$ cat src/hdl/nmi_routing_defines.svh
/*
 * Bit positions, node numbers and reset values for the interrupt node
 * router and the shared non-maskable request collector.
 * Assumes inclusion by bare name from files under hdl/.
 */
`ifndef NMI_ROUTING_DEFINES_SVH
`define NMI_ROUTING_DEFINES_SVH

// ----------------------------------------------------------------------------
// Non-maskable source flag positions
// ----------------------------------------------------------------------------
`define NMI_COUNT 26
`define NMI_OT_LO 0
`define NMI_OT_HI 3
`define NMI_SUP_LO 4
`define NMI_SUP_HI 11
`define NMI_IO_OVERVOLT 12
`define NMI_IO_OVERLOAD 13
`define NMI_CORE_OVERVOLT 14
`define NMI_CORE_OVERLOAD 15
`define NMI_EXT_OVERVOLT 16
`define NMI_EXT_OVERLOAD 17
`define NMI_EXT_SHORT 18
`define NMI_CLKWDT 19
`define NMI_RAM_DBE 20
`define NMI_NVM_DBE 21
`define NMI_NVM_DONE 22
`define NMI_WDT_WARN 23
`define NMI_PLL_LOCK 24
`define NMI_NVM_MAP 25

// ----------------------------------------------------------------------------
// Interrupt node numbers and the vector id used for the shared request
// ----------------------------------------------------------------------------
`define NODE_COUNT 16
`define NODE_TIMER_A 0
`define NODE_TIMER_B 1
`define NODE_MEAS 2
`define NODE_CONV 3
`define NODE_CCU_LO 4
`define NODE_CCU_HI 7
`define NODE_SYNC1 8
`define NODE_SYNC2 9
`define NODE_ASYNC1 10
`define NODE_ASYNC2 11
`define NODE_EXT0 12
`define NODE_EXT1 13
`define NODE_BRIDGE 14
`define NODE_DMA 15
`define NMI_VECTOR_ID 5'h10

// ----------------------------------------------------------------------------
// Reset values
// ----------------------------------------------------------------------------
`define RST_FLAGS 26'h0
`define RST_NODES 16'h0
`define RST_SYNC 19'h0
`define RST_VECTOR 5'h00

`endif

$ cat src/hdl/nmi_routing_pkg.sv
/*
 * Types shared by the interrupt node router and its flag cell.
 * Assumes nmi_routing_defines.svh for the widths it names.
 */
`include "nmi_routing_defines.svh"

package nmi_routing_pkg;
    typedef logic [4:0] vector_id_type;
    typedef logic [3:0] prio_level_type;
    typedef logic [`NMI_COUNT-1:0] nmi_vec_type;
    typedef logic [`NODE_COUNT-1:0] node_vec_type;
endpackage

$ cat src/hdl/nmi_node_router.sv
/*
 * Interrupt node router: peripheral requests onto sixteen numbered nodes,
 * critical events into sticky flags and one shared non-maskable request,
 * and a vector selector that puts the shared request above all nodes.
 * Assumes peripheral, memory and watchdog requests come from logic on
 * sys_clk; temperature, supply and regulator monitors are asynchronous.
 */
`timescale 1ns/100ps
`default_nettype none
`include "nmi_routing_defines.svh"

// Operation
// - Timer unit requests drive nodes 0 and 1.
// - Measurement unit group drives node 2.
// - Ten-bit converter requests drive node 3.
// - Capture/compare outputs drive nodes 4 to 7.
// - Sync serial ports drive nodes 8 and 9.
// - First async port and LIN drive node 10.
// - Second async port drives node 11.
// - External input zero and monitor drive node 12.
// - External input one alone drives node 13.
// - Bridge driver drives node 14.
// - DMA controller drives node 15.
// - Clock watchdog faults share one enable.
// - RAM and NVM ECC errors, own flag, enable.
// - NVM operation complete raises the shared request.
// - Shared request outranks every maskable node.
// - Seventeen vectors with sixteen priority levels.
module nmi_node_router
    import nmi_routing_pkg::*;
#(
    parameter int MEAS_WIDTH = 16,
    parameter int CONV_WIDTH = 10
)
(
    input wire logic sys_clk,
    input wire logic rst_n,
    input wire logic [1:0] general_timer_unit_req,
    input wire logic [MEAS_WIDTH-1:0] measurement_unit_req,
    input wire logic [CONV_WIDTH-1:0] ten_bit_converter_req,
    input wire logic [3:0] capture_compare_unit_req,
    input wire logic first_sync_serial_port_req,
    input wire logic second_sync_serial_port_req,
    input wire logic first_async_serial_port_req,
    input wire logic lin_transceiver_req,
    input wire logic second_async_serial_port_req,
    input wire logic ext_int0_req,
    input wire logic monitor_wake_input_req,
    input wire logic ext_int1_req,
    input wire logic bridge_driver_req,
    input wire logic dma_req,
    input wire logic [15:0] node_enable,
    input wire logic [63:0] node_priority,
    input wire logic [3:0] overtemp_event,
    input wire logic [7:0] supply_prewarning,
    input wire logic [6:0] regulator_fault,
    input wire logic oscillator_too_low_flag,
    input wire logic measurement_interface_clock_wdt,
    input wire logic filter_clock_wdt,
    input wire logic ram_double_bit_error,
    input wire logic nvm_double_bit_error,
    input wire logic nvm_op_complete,
    input wire logic watchdog_warning,
    input wire logic pll_lock_lost,
    input wire logic nvm_map_error,
    input wire logic [3:0] overtemp_enable,
    input wire logic [7:0] supply_enable,
    input wire logic supply_prewarn_nmi_enable,
    input wire logic [2:0] regulator_fail_enable,
    input wire logic clock_watchdog_nmi_enable,
    input wire logic ram_error_irq_enable,
    input wire logic nvm_error_irq_enable,
    input wire logic nvm_done_enable,
    input wire logic [2:0] system_event_enable,
    input wire logic [`NMI_COUNT-1:0] nmi_flag_clear,
    output logic [`NMI_COUNT-1:0] nmi_flags_reg,
    output logic nmi_req_reg,
    output logic [15:0] node_req_reg,
    output logic irq_valid_reg,
    output logic [4:0] irq_id_reg
);

    // ------------------------------------------------------------------------
    // Helpers
    // ------------------------------------------------------------------------

    // Lower level wins; equal levels fall to the lower node number.
    function automatic logic [3:0] pick_node(input logic [15:0] act,
                                             input logic [63:0] prio);
        logic [3:0] best;
        logic [3:0] lvl;
        logic found;
        best = 4'h0;
        lvl = 4'hf;
        found = 1'b0;
        for (int i = 0; i < 16; i++)
        begin
            if (act[i] && (!found || prio[i*4 +: 4] < lvl))
            begin
                best = 4'(i);
                lvl = prio[i*4 +: 4];
                found = 1'b1;
            end
        end
        return best;
    endfunction

    // ------------------------------------------------------------------------
    // Asynchronous monitor synchronisers
    // ------------------------------------------------------------------------
    logic [18:0] meta_reg;
    logic [18:0] sync_reg;
    logic [11:0] prev_reg;
    logic [18:0] meta_next;
    logic [18:0] sync_next;
    logic [11:0] prev_next;

    // The first stage feeds only the second; edge logic reads sync_reg.
    always_comb
    begin
        meta_next = {regulator_fault, supply_prewarning, overtemp_event};
        sync_next = meta_reg;
        prev_next = sync_reg[11:0];
    end

    always_ff @(posedge sys_clk or negedge rst_n)
    begin
        if (!rst_n)
        begin
            meta_reg <= `RST_SYNC;
            sync_reg <= `RST_SYNC;
            prev_reg <= 12'h000;
        end
        else
        begin
            meta_reg <= meta_next;
            sync_reg <= sync_next;
            prev_reg <= prev_next;
        end
    end

    // ------------------------------------------------------------------------
    // Flag set and enable vectors
    // ------------------------------------------------------------------------
    nmi_vec_type flag_set;
    nmi_vec_type flag_en;
    logic clkwdt_any;

    always_comb
    begin
        flag_set = '0;
        flag_en = '0;
        // Temperature and supply events latch once per rising edge.
        flag_set[`NMI_SUP_HI:`NMI_OT_LO] = sync_reg[11:0] & ~prev_reg;
        flag_en[`NMI_OT_HI:`NMI_OT_LO] = overtemp_enable;
        // Supply flags need both their own and the group enable.
        flag_en[`NMI_SUP_HI:`NMI_SUP_LO] = supply_enable & {8{supply_prewarn_nmi_enable}};
        // Regulator faults keep re-setting while the fault persists.
        flag_set[`NMI_EXT_SHORT:`NMI_IO_OVERVOLT] = sync_reg[18:12];
        flag_en[`NMI_IO_OVERLOAD:`NMI_IO_OVERVOLT] = {2{regulator_fail_enable[0]}};
        flag_en[`NMI_CORE_OVERLOAD:`NMI_CORE_OVERVOLT] = {2{regulator_fail_enable[1]}};
        flag_en[`NMI_EXT_SHORT:`NMI_EXT_OVERVOLT] = {3{regulator_fail_enable[2]}};
        clkwdt_any = oscillator_too_low_flag | measurement_interface_clock_wdt
                   | filter_clock_wdt;
        flag_set[`NMI_CLKWDT] = clkwdt_any;
        flag_en[`NMI_CLKWDT] = clock_watchdog_nmi_enable;
        flag_set[`NMI_RAM_DBE] = ram_double_bit_error;
        flag_set[`NMI_NVM_DBE] = nvm_double_bit_error;
        flag_en[`NMI_RAM_DBE] = ram_error_irq_enable;
        flag_en[`NMI_NVM_DBE] = nvm_error_irq_enable;
        flag_set[`NMI_NVM_DONE] = nvm_op_complete;
        flag_en[`NMI_NVM_DONE] = nvm_done_enable;
        flag_set[`NMI_NVM_MAP:`NMI_WDT_WARN] = {nvm_map_error, pll_lock_lost,
                                                 watchdog_warning};
        flag_en[`NMI_NVM_MAP:`NMI_WDT_WARN] = system_event_enable;
    end

    nmi_flag_cell #(
        .WIDTH(`NMI_COUNT)
    ) u_flags (
        .sys_clk(sys_clk),
        .rst_n(rst_n),
        .set(flag_set),
        .clear(nmi_flag_clear),
        .flag_reg(nmi_flags_reg)
    );

    // ------------------------------------------------------------------------
    // Node routing, shared request and vector selection
    // ------------------------------------------------------------------------
    node_vec_type node_next;
    logic nmi_next;
    logic irq_valid_next;
    vector_id_type irq_id_next;
    node_vec_type node_live;

    always_comb
    begin
        node_next = '0;
        node_next[`NODE_TIMER_B:`NODE_TIMER_A] = general_timer_unit_req;
        node_next[`NODE_MEAS] = |measurement_unit_req;
        node_next[`NODE_CONV] = |ten_bit_converter_req;
        node_next[`NODE_CCU_HI:`NODE_CCU_LO] = capture_compare_unit_req;
        node_next[`NODE_SYNC1] = first_sync_serial_port_req;
        node_next[`NODE_SYNC2] = second_sync_serial_port_req;
        node_next[`NODE_ASYNC1] = first_async_serial_port_req | lin_transceiver_req;
        node_next[`NODE_ASYNC2] = second_async_serial_port_req;
        node_next[`NODE_EXT0] = ext_int0_req | monitor_wake_input_req;
        node_next[`NODE_EXT1] = ext_int1_req;
        node_next[`NODE_BRIDGE] = bridge_driver_req;
        node_next[`NODE_DMA] = dma_req;
        // All critical sources fold into one request, held by the flags.
        nmi_next = |(nmi_flags_reg & flag_en);
        node_live = node_req_reg & node_enable;
        irq_valid_next = nmi_req_reg | (|node_live);
        // The shared request pre-empts any maskable vector.
        if (nmi_req_reg)
            irq_id_next = `NMI_VECTOR_ID;
        else
            irq_id_next = {1'b0, pick_node(node_live, node_priority)};
    end

    always_ff @(posedge sys_clk or negedge rst_n)
    begin
        if (!rst_n)
        begin
            node_req_reg <= `RST_NODES;
            nmi_req_reg <= 1'b0;
            irq_valid_reg <= 1'b0;
            irq_id_reg <= `RST_VECTOR;
        end
        else
        begin
            node_req_reg <= node_next;
            nmi_req_reg <= nmi_next;
            irq_valid_reg <= irq_valid_next;
            irq_id_reg <= irq_id_next;
        end
    end
endmodule

`default_nettype wire

$ cat src/hdl/nmi_flag_cell.sv
/*
 * A row of sticky status flags: hardware sets, software clears.
 * Assumes set and clear come from logic on the same clock.
 */
`timescale 1ns/100ps
`default_nettype none
`include "nmi_routing_defines.svh"

module nmi_flag_cell
    import nmi_routing_pkg::*;
#(
    parameter int WIDTH = `NMI_COUNT
)
(
    input wire logic sys_clk,
    input wire logic rst_n,
    input wire logic [WIDTH-1:0] set,
    input wire logic [WIDTH-1:0] clear,
    output logic [WIDTH-1:0] flag_reg
);

    logic [WIDTH-1:0] flag_next;

    // A set in the same cycle as a clear must not be lost.
    always_comb
    begin
        flag_next = (flag_reg & ~clear) | set;
    end

    always_ff @(posedge sys_clk or negedge rst_n)
    begin
        if (!rst_n)
            flag_reg <= '0;
        else
            flag_reg <= flag_next;
    end
endmodule

`default_nettype wire

$ cat config.mk
export PLATFORM = sky130hd
export DESIGN_NAME = nmi_node_router
export DESIGN_NICKNAME = d
export VERILOG_FILES = /design/src/hdl/nmi_routing_pkg.sv /design/src/hdl/nmi_node_router.sv /design/src/hdl/nmi_flag_cell.sv
export VERILOG_INCLUDE_DIRS = /design/src /design/src/hdl
export SDC_FILE = /design/constraint.sdc
export NUM_CORES = 1
export LEC_CHECK = 0
export ABC_AREA = 1
export ABC_CLOCK_PERIOD_IN_PS = 19100
export BUFFER_PORTS_ARGS = -buffer_cell sky130_fd_sc_hd__buf_4
export CORE_UTILIZATION = 40
export CTS_CLUSTER_DIAMETER = 50
export DETAILED_ROUTE_END_ITERATION = 10
export GPL_TIMING_DRIVEN = 0
export PLACE_DENSITY_LB_ADDON = 0.15
export RECOVER_POWER = 50
export SLEW_MARGIN = 25
export SYNTH_ARGS = -nofsm -noshare
export SYNTH_HDL_FRONTEND = slang
export SYNTH_SLANG_ARGS = --single-unit
$ cat constraint.sdc
create_clock -name sys_clk -period 19.1 [get_ports sys_clk]
set_input_delay 3.82 -clock sys_clk [delete_from_list [all_inputs] [get_ports sys_clk]]
set_output_delay 3.82 -clock sys_clk [all_outputs]
set_load 0.02 [all_outputs]
---- Word level (Yosys, flattened, before mapping) ----
Cells that the tools add are included.
storage, ports and cells
  input port bits ......................... 201
  word-level logic and storage cells ...... 161
  output and inout port bits .............. 49
  bits in registers ....................... 99
operators by class
  reduce and logical (&&, ||, !) cells .... 49
  bitwise logic cells ..................... 13
  mux-type cells .......................... 76
  $lt $le $gt $ge ......................... 15
operators by type and width
  kind                 count
  4-bit 2-to-1 mux     44
  4-bit < comparator   15
  26-bit AND           2
  16-bit OR reduction  2
  1-bit 2-to-1 mux     31
  26-bit inverter      1
  26-bit bitwise OR    1
  26-bit OR reduction  1
  16-bit AND           1
  1-bit logical AND    15
  1-bit logical NOT    15
  1-bit logical OR     15
  12-bit AND           1
  12-bit inverter      1
  10-bit OR reduction  1
  8-bit AND            1
  5-bit 2-to-1 mux     1
  1-bit bitwise OR     5

---- Longest topological paths before layout ----
Gate-level depths: netlist of the first run.
  depth in word-level cells ............... 78
  mapped depth ............................ 136
  depth with buffers taken out ............ 136

---- Cells and area by module ----
Synthesis of the first run repeated with hierarchy kept, for this count alone.
unflattened totals
  cells, all modules ...................... 856
  area, all modules ....................... 5955.7 µm²
modules (own cells, without submodules)
  module           cells each  instances  area an instance (µm²)  seq. area each (µm²)
  nmi_node_router  726         1          4914.7                  1826.8
  nmi_flag_cell    130         1          1041.0                  650.6

---- Worst setup path after synthesis of the first run ----
No wires, ideal clock.
  path kind ............................... input port to flip-flop
  from .................................... input port node_enable[0]
  to ...................................... register irq_id_reg[0]
  cell stages on the path ................. 123
  arrival ................................. 16.686 ns
  required time ........................... 19.020 ns
  path slack .............................. 2.334 ns
  cell sequence ........................... nand2_2 nor2_1 ha_1 inv_1 nor2_1 nor2_1 nand2_1 nand2_2 nand2_2 nand2_1 o21ai_0 ha_1 inv_1 o21bai_1 clkinv_1 nand2_1 nand2_2 nand2_4 (+87 left out) nand2_2 nand2_2 o21ai_0 ha_1 nand2_1 inv_1 nand2_1 nand2_1 nand2_2 nand2_2 nand2_1 o21ai_0 ha_1 a21oi_1 nand2_1 nand2_1 nand2_2 a21oi_1
on the way
  word-level cells in the longest chain between the ends .. 78
  elaborated cells on any way between the ends .. 137
  classes of those cells .................. order compare (15); mux (76); bitwise (1); reduce/logical (45)
ends and longest elaborated chain
  what                                                     RTL line                RTL
  start: declaration                                       nmi_node_router.sv:52   input wire logic [15:0] node_enable,
  16-bit AND (*)                                           nmi_node_router.sv:214  node_live = node_req_reg & node_enable;
  4-bit 2-to-1 mux or 1-bit 2-to-1 mux (tied branches)     nmi_node_router.sv:98   if (act[i] && (!found || prio[i*4 +: 4] < lvl))
  4-bit 2-to-1 mux or 1-bit 2-to-1 mux (tied branches)     nmi_node_router.sv:217  if (nmi_req_reg)
  4-bit < comparator or 1-bit logical NOT (tied branches)  nmi_node_router.sv:98
  1-bit logical OR                                         nmi_node_router.sv:98
  1-bit logical AND                                        nmi_node_router.sv:98
  4-bit 2-to-1 mux or 1-bit 2-to-1 mux (tied branches)     nmi_node_router.sv:98
  4-bit 2-to-1 mux or 1-bit 2-to-1 mux (tied branches)     nmi_node_router.sv:217
  (+63 left out)                                           --
  4-bit 2-to-1 mux or 1-bit 2-to-1 mux (tied branches)     nmi_node_router.sv:98
  4-bit 2-to-1 mux or 1-bit 2-to-1 mux (tied branches)     nmi_node_router.sv:217
  4-bit < comparator or 1-bit logical NOT (tied branches)  nmi_node_router.sv:98
  1-bit logical OR                                         nmi_node_router.sv:98
  1-bit logical AND                                        nmi_node_router.sv:98
  4-bit 2-to-1 mux (*)                                     nmi_node_router.sv:98
  5-bit 2-to-1 mux (*)                                     nmi_node_router.sv:217
  net irq_id_next[0]                                       nmi_node_router.sv:194  vector_id_type irq_id_next;
  end signal: assignment                                   nmi_node_router.sv:230  irq_id_reg <= `RST_VECTOR;
  end signal: assignment                                   nmi_node_router.sv:237  irq_id_reg <= irq_id_next;
  end: declaration                                         nmi_node_router.sv:80   output logic [4:0] irq_id_reg
Mark *: on every way through the listed nets, which the timed path passes. The rest lies on a longest branch. The select of a mux whose other input is x is not followed.

---- Final worst setup path of the first run ----
  from .................................... input port node_enable[0]
  to ...................................... register irq_id_reg[3]
The elaborated chain is that of the path after synthesis.

==> results_dict.tcl, run 1 <==
set metrics [dict create \
    gr-max-usage-layer "met2" \
    final_cells 1244 \
    path_delay_family "simple AND/OR/NAND/NOR gates" \
    antenna_found_initial 0 \
    fmax_mhz 56.99 \
    register_area_sq_um 2477 \
    insertion_delay_ps 350 \
    clock-skew-final_ps 8.930 \
    grt_max_degree 100 \
    synthDistinctLibCells 22 \
    met1_usage_pct 25.59 \
    htree_num_levels 3 \
    syn_area_sq_um 5789 \
    cts_buffers 9 \
    dieWidth_um 122.3 \
    vias_per_cell 4.584 \
    wl_per_cell_um 12.25 \
    drtIter0Drc 236 \
    tightest_slew_ps 5192 \
    synth_nets 1015 \
    worstPathRequired_ps 19370 \
    syn2layout_area_growth_pct 42.62 \
    fillers 1376 \
    p_leak_uw 0.004793 \
    cp-start-kind "primary input" \
    initial_core_util_pct 41.39 \
    crit_top_cell "nand2_1" \
    grt_use_total_pct 20.98 \
    syn_inst 795 \
    io_pins 250 \
    muxShareOfSynthArea_pct 0 \
    first_pass_iters 5 \
    ys_ff_latch 99 \
    die_h_um 122.3 \
    drive_gt1_share_pct 29.61 \
    grt_pass1_vias 5500 \
    synth_compound_area_share_pct 8.407 \
    clk_pin_slew_ps 80 \
    clockRootBuffer "clkbuf_16" \
    dpl.cell_count 1224 \
    grt_util_met2_pct 36.87 \
    relSlewSlack_pct -246.1 \
    cts_sinks 99 \
    avgSynthCellArea_sq_um 7.282 \
    num_antenna_cells 0 \
    cp-end-kind "register" \
    crit_arrival_ps 17820 \
    grt.overflow.total 0 \
    final-hold-violation-count 0 \
    irDropWorstVdd_mv 0.05667 \
    critical_path.max_fanout 9 \
    critical_path_class "in -> reg" \
    vias 5703 \
    yosysSeqAreaShare_pct 42.79 \
    ant_nets 0 \
    period_share_pct 91.88 \
    violations "capacitance limit, slew limit" \
    multi_input_area_sq_um 2754 \
    synth_top_family_by_area "simple AND/OR/NAND/NOR gates" \
    dieArea_sq_um 14960 \
    largest_reg_flops 26 \
    hp-class "reg -> reg" \
    cp_slowest_cell "ha_1" \
    cp_num_buf_inv 26 \
    synthAdderAreaFrac_pct 4.106 \
    max_stage_delay_ps 310 \
    core_area_sq_um 13990 \
    ff2ff_path_depth 128 \
    grtUsageMet3_pct 5.901 \
    grt_pass1_wl_um 24450 \
    final_nets 1279 \
    max-cap-violations 1 \
    setup_viol 0 \
    post-route-drc-count 0 \
    place_hpwl_um 12590 \
    min_period_ps 17550 \
    hold_buffers 0 \
    slew_viol_final 100 \
    clock_path_buffers 2 \
    synth_simple_gate_area_share_pct 34.39 \
    critical_path_depth 129 \
    hold_depth 0 \
    io_buffers 249 \
    rows 43 \
    wl_um 15240 \
    p_per_area_nw_per_um2 80.75 \
    cts_tree "built" \
    place.gp.congestion 0.8894 \
    synth_xor_area_share_pct 0 \
    outcome "complete, but fails checks" \
    finalPower_uw 666.7 \
    synth_warnings 0 \
]
[repair_timing]
| action | CTS | global route |
|---|---|---|
| gates resized for setup | 0 | 24 |
| setup buffers | 0 | 4 |
| setup endpoints to repair | 0 | 4 |
[logic make-up (layout without fill, tap and decap cells)]
| family | count (synthesis) | after routing |
|---|---|---|
| and+or+nand+nor | 439 | 439 |
| buffers and inverters | 159 | 428 |
| DFF | 99 | 99 |
| AOI/OAI and AO/OA | 79 | 79 |
| adders and majority gates | 19 | 19 |
[cell usage in the layout, fill, tap and decap left out, types with 3 or more instances in the layout]
cell type / netlist / layout
a21oi_1: 13 / 13
buf_4: 0 / 191
clkbuf_16: 0 / 9
clkbuf_4: 0 / 60
dfrtp_1: 99 / 99
ha_1: 19 / 19
inv_1: 150 / 150
inv_2: 7 / 7
nand2_1: 233 / 233
nand2_2: 24 / 20
nand2_4: 11 / 15
nand3_1: 96 / 96
nand3b_1: 11 / 11
nand4_1: 5 / 5
nor2_1: 48 / 47
nor4_1: 8 / 8
o21ai_0: 25 / 10
o21ai_1: 0 / 12
o21ai_2: 0 / 3
o21bai_1: 25 / 25
o22ai_1: 12 / 12
[synthesized netlist by cell type]
library cell	number	share of area, %
a22o_1	1	0.15
ha_1	19	4.1
a21oi_1	13	1.1
nand2_2	24	2.6
nand4_1	5	0.54
dfrtp_1	99	43
nor2_1	48	3.1
o31ai_1	1	0.13
o22ai_1	12	1.3
nand3_1	96	8.3
nand3b_1	11	1.4
nor3_1	1	0.086
o21bai_1	25	3.2
nor4_1	8	0.86
clkinv_1	2	0.13
inv_1	150	9.7
inv_2	7	0.45
or2_2	2	0.22
o21ai_0	25	2.2
a221oi_1	2	0.30
nand2_4	11	2.1
nand2_1	233	15
[cell type report]
class | count | area share, %
clock inverter | 7 | 1.046
tap | 180 | 2.728
inverter | 159 | 7.228
clock buffer | 9 | 2.728
sequential | 99 | 30.00
multi-input combinational | 537 | 33.35
timing repair buffer | 253 | 22.91
[where the power goes]
group	total (uW)	internal, uW	leakage [uW]	switching (uW)
Sequential	227	221	0.00114	6.67
Combinational	252	105	0.00350	146
Clock	188	94.6	0.000151	93.2
[path summary, 6_finish.rpt]
check,slack [ps],endpoint,startpoint
max,1550,irq_id_reg[3],node_enable[0]
min,350,sync_reg[12],meta_reg[12]
max reg2reg,4680,irq_id_reg[3],node_req_reg[0]
min reg2reg,350,sync_reg[12],meta_reg[12]
max in group asynchronous,10850,u_flags.flag_reg[15],rst_n
min in group asynchronous,5340,meta_reg[13],rst_n
[through the flow]
step | TNS (ps) | instance area [sq um] | utilization (%) | setup WS [ps] | hold WS (ps)
detailed placement | -465.8 | 7888 | 56.39 | -125.7 | 334.7
floorplan | 0 | 5789 | - | 2334 | 331.2
CTS | 0 | 8199 | 58.61 | 208.7 | 351.5
global route | -0.4547 | 8257 | 59.03 | -0.4547 | 355.5
global placement | 0 | 7884 | 56.36 | 17.96 | 331.8
finish | 0 | 8257 | 59.03 | 1552 | 350.8
[routing by layer]
metal	vias to the layer above	share of wire [%]
met5	-	0
met4	0	0.72
met3	8	6.6
met2	151	50
met1	2515	43
li1	3029	-
(Power assumes the default switching activity.)
==> run 2, diff against run 1 <==
- CTS_BUF_LIST: not set -> sky130_fd_sc_hd__clkbuf_4
- SKIP_CTS_REPAIR_TIMING: not set -> 1
==> results_dict.tcl, run 2 (synthesis gave the netlist of run 1 again) <==
set metrics [dict create \
    outcome "complete, but fails checks" \
    violations "capacitance limit, slew limit" \
    drive_gt1_share_pct 29.28 \
    insertion_delay_ps 470 \
    clockRootBuffer "clkbuf_4" \
    wl_per_cell_um 12.14 \
    r2r_end "irq_id_reg[3]" \
    fin_hold_ws_ps 357.6 \
    crit_start "node_enable[0]" \
    drtIter0Drc 255 \
    place_hpwl_um 12590 \
    swShare_pct 39.79 \
    ant_nets 0 \
    setup_viol 0 \
    crit_arrival_ps 17950 \
    critical_path_class "in -> reg" \
    grt_pass1_wl_um 24220 \
    worstPathRequired_ps 19520 \
    placed_area_sq_um 7888 \
    vias 5717 \
    slew_viol_final 100 \
    pwr-share-seq_pct 38.2 \
    period_share_pct 91.78 \
    cts_sinks 99 \
    final_cell_mix "nand2_1 (233), buf_4 (189), inv_1 (150), dfrtp_1 (99), nand3_1 (96)" \
    io_buffers 249 \
    rsz0062_at_grt "false" \
    max-cap-violations 1 \
    preCtsSetupSlack_ps -125.7 \
    grt_pass1_vias 5438 \
    final_nets 1277 \
    cp-end-kind "register" \
    p_switching_uw 236.6 \
    min_from "meta_reg[4]" \
    hp-class "reg -> reg" \
    cp-start-kind "primary input" \
    final-hold-violation-count 0 \
    wl_um 15080 \
    clockPowerShare_pct 19.7 \
    min_period_ps 17530 \
    max_stage_delay_ps 310 \
    reg2reg_slack_ps 4550 \
    stdcell_area_sq_um 8071 \
    relSlewSlack_pct -246.4 \
    place.gp.congestion 0.8894 \
    antenna_found_initial 0 \
    clock-skew-final_ps 17.50 \
    ff2ff_path_depth 127 \
    vias_per_cell 4.603 \
    dieWidth_um 122.3 \
    post-route-drc-count 0 \
    first_pass_iters 5 \
    clock_path_buffers 2 \
    p_per_area_nw_per_um2 73.66 \
    num_antenna_cells 0 \
    whs_endpoint "sync_reg[4]" \
    core_area_sq_um 13990 \
    tightest_slew_ps 5196 \
    final_common_cell "nand2_1" \
    grt_use_total_pct 20.78 \
    largest_reg_flops 26 \
    io_pins 250 \
    clk_pin_slew_ps 190 \
    p_int_uw 358.0 \
    p_leak_uw 0.004710 \
    die_h_um 122.3 \
    fmax_mhz 57.05 \
    crit_top_cell "nand2_1" \
    timing.final.ws_setup_ps 1570 \
    critical_path.max_fanout 9 \
    irDropWorstVdd_mv 0.05763 \
    cp_slowest_cell "ha_1" \
    grt.overflow.total 0 \
    final_util_pct 57.70 \
    grt_max_degree 100 \
    syn2layout_area_growth_pct 39.42 \
    htree_num_levels 3 \
    rows 43 \
    r2r-start "node_req_reg[0]" \
    cts_tree "built" \
    dieArea_sq_um 14960 \
    hold_depth 0 \
    cts_buffers 9 \
    comb_power_share_pct 42.1 \
    initial_core_util_pct 41.39 \
]
run 2: critical path: cells and delay by family:
kind,cells,cell delay [ps]
adder cells (fa/ha/maj),15,4290
AND/OR/NAND/NOR,57,4790
AO/OA/AOI/OAI,30,3580
buffers and inverters,26,1430
run 2: layer usage:
metal	share of wire, %	GRT usage [%]	up-vias
met1	43	25.32	2534
met4	1.1	5.488	0
met5	0	0	-
met2	50	36.62	142
met3	6.4	4.786	9
li1	-	-	3032
run 2: how the worst max path moves through the flow:
stage / to / slack [ps] / cells past startpoint
2_1_floorplan: irq_id_reg[0] / 2330 / 123
3_3_place_gp: irq_id_reg[3] / 20 / 119
3_5_place_dp: irq_id_reg[3] / -130 / 121
4_1_cts: irq_id_reg[3] / 380 / 121
5_1_grt: irq_id_reg[3] / 20 / 134
6_report: irq_id_reg[3] / 1570 / 128
run 2: power groups by stage:
stage               Clock, uW  Combinational [uW]  Sequential (uW)
floorplan                   0                 163              237
global placement            0                 245              231
detailed placement          0                 248              231
CTS                       122                 249              227
global route              129                 290              229
finish                    117                 250              227
run 2: metrics by stage:
step                setup TNS (ps)  power [uW]  instances
floorplan                        0       399.5        795
global placement                 0       475.5       1224
detailed placement          -465.8       479.4       1224
CTS                              0       598.7       1240
global route                     0       648.0       1242
finish                           0       594.6       1242
run 2: area by class of cell:
| cell class | instances | area, sq um |
|---|---|---|
| multi-input combinational | 537 | 2741 |
| clock buffer | 9 | 67.56 |
| clock inverter | 7 | 86.33 |
| sequential | 99 | 2477 |
| tap | 180 | 225.2 |
| fill | 1400 | 5917 |
| timing repair buffer | 251 | 1877 |
| inverter | 159 | 596.8 |
==> run 3, diff against run 2 <==
--- a/config.mk
+++ b/config.mk
@@ -9,3 +9,3 @@
 export ABC_AREA = 1
-export ABC_CLOCK_PERIOD_IN_PS = 19100
+export ABC_CLOCK_PERIOD_IN_PS = 19900
 export BUFFER_PORTS_ARGS = -buffer_cell sky130_fd_sc_hd__buf_4
==> constraint.sdc (replaced) <==
create_clock -name sys_clk -period 19.9 [get_ports sys_clk]
set_input_delay 5.97 -clock sys_clk [delete_from_list [all_inputs] [get_ports sys_clk]]
set_output_delay 5.97 -clock sys_clk [all_outputs]
set_load 0.02 [all_outputs]
==> results_dict.tcl, run 3 (synthesis gave the netlist of run 1 again) <==
set metrics [dict create \
    reg2reg_slack_ps 6050 \
    period_share_pct 95.19 \
    fmax_mhz 52.79 \
    critical_path.max_fanout 9 \
    final_cell_mix "buf_4 (235), nand2_1 (220), inv_1 (150), dfrtp_1 (99), nand3_1 (95)" \
    wl_um 15800 \
    crit_top_cell "nand2_2" \
    io_buffers 249 \
    clk_pin_slew_ps 190 \
    clock-skew-final_ps 18.69 \
    relSlewSlack_pct -248.9 \
    ant_nets 0 \
    worstPathRequired_ps 20320 \
    initial_core_util_pct 41.39 \
    grt_use_total_pct 20.78 \
    slew_viol_final 100 \
    hp-class "reg -> reg" \
    p_switching_uw 244.7 \
    max-cap-violations 1 \
    min_period_ps 18940 \
    max_stage_delay_ps 340 \
    dieArea_sq_um 14960 \
    num_antenna_cells 0 \
    setup_viol 0 \
    wl_per_cell_um 12.27 \
    cts_buffers 9 \
    clockPowerShare_pct 18.1 \
    place_hpwl_um 12590 \
    p_leak_uw 0.004957 \
    place.gp.congestion 0.8894 \
    comb_power_share_pct 46.6 \
    hold_depth 0 \
    final_util_pct 61.47 \
    cts_sinks 99 \
    r2r-start "node_req_reg[0]" \
    irDropWorstVdd_mv 0.05531 \
    vias 5935 \
    cp-start-kind "primary input" \
    grt_pass1_wl_um 24220 \
    p_int_uw 374.7 \
    clockRootBuffer "clkbuf_4" \
    violations "capacitance limit, slew limit" \
    final_common_cell "buf_4" \
    insertion_delay_ps 470 \
    pwr-share-seq_pct 35.2 \
    syn2layout_area_growth_pct 48.52 \
    drive_gt1_share_pct 35.56 \
    r2r_end "irq_id_reg[3]" \
    drtIter0Drc 228 \
    grt_max_degree 100 \
    grt_pass1_vias 5438 \
    final_nets 1323 \
    ff2ff_path_depth 134 \
    p_per_area_nw_per_um2 72.04 \
    core_area_sq_um 13990 \
    tightest_slew_ps 5234 \
    fin_hold_ws_ps 355.4 \
    crit_arrival_ps 19360 \
    cp-end-kind "register" \
    htree_num_levels 3 \
    die_h_um 122.3 \
    cp_slowest_cell "ha_1" \
    first_pass_iters 4 \
    min_from "meta_reg[4]" \
    io_pins 250 \
    cts_tree "built" \
    rows 43 \
    outcome "complete, but fails checks" \
    vias_per_cell 4.608 \
    final-hold-violation-count 0 \
    whs_endpoint "sync_reg[4]" \
    grt.overflow.total 0 \
    swShare_pct 39.50 \
    post-route-drc-count 0 \
    finalPower_uw 619.4 \
    antenna_found_initial 0 \
    largest_reg_flops 26 \
    critical_path_class "in -> reg" \
    clock_path_buffers 2 \
    dieWidth_um 122.3 \
]
==> run 3: cell count changes in the layout (fill, tap and decap cells not counted), sizes merged <==
cell,previous run,this run
clkinv,5,3
buf,189,235
inv,161,163
==> run 3: routing by layer <==
layer	vias up	global-route usage, %	share of wire [%]
met4	0	5.488	1.3
met2	150	36.62	50
met3	11	4.786	6.7
met1	2651	25.32	42
met5	-	0	0
li1	3123	-	-
==> run 3: through the flow <==
stage               area [sq um]  setup TNS, ps  worst slack [ps]  cells
global placement            7884          -5261             -1332   1224
finish                      8598              0             957.0   1288
global route                8598         -676.9            -189.2   1288
floorplan                   5789              0             984.3    795
CTS                         8041          -3862            -974.5   1240
detailed placement          7888          -5866             -1476   1224
==> run 3: power groups by stage <==
stage / Sequential, uW / Clock [uW] / Combinational, uW
after detailed placement: 222 / 0 / 238
after global placement: 222 / 0 / 235
after floorplan: 227 / 0 / 156
after global routing: 220 / 124 / 328
after CTS: 218 / 117 / 239
final: 218 / 112 / 289
==> run 3: worst max-delay path by stage <==
stage | from | endpoint | slack [ps] | depth (start not counted)
floorplan | node_enable[0] | irq_id_reg[0] | 980 | 123
global route | node_enable[0] | irq_id_reg[3] | -190 | 137
finish | node_enable[0] | irq_id_reg[3] | 960 | 135
detailed placement | node_enable[0] | irq_id_reg[3] | -1480 | 121
CTS | node_enable[0] | irq_id_reg[3] | -970 | 121
global placement | node_enable[0] | irq_id_reg[3] | -1330 | 119
==> run 3: area by class of cell <==
| class | count | area [sq um] |
|---|---|---|
| inverter | 159 | 596.8 |
| timing repair buffer | 297 | 2222 |
| sequential | 99 | 2477 |
| clock inverter | 7 | 86.33 |
| tap | 180 | 225.2 |
| clock buffer | 9 | 67.56 |
| multi-input combinational | 537 | 2923 |
| fill | 1348 | 5390 |
==> run 3: critical path: cells and delay by family <==
family | cells | cell delay [ps]
adder cells (fa/ha/maj) | 15 | 4180
AND/OR/NAND/NOR | 65 | 5250
buffers and inverters | 27 | 1450
AO/OA/AOI/OAI | 28 | 2500
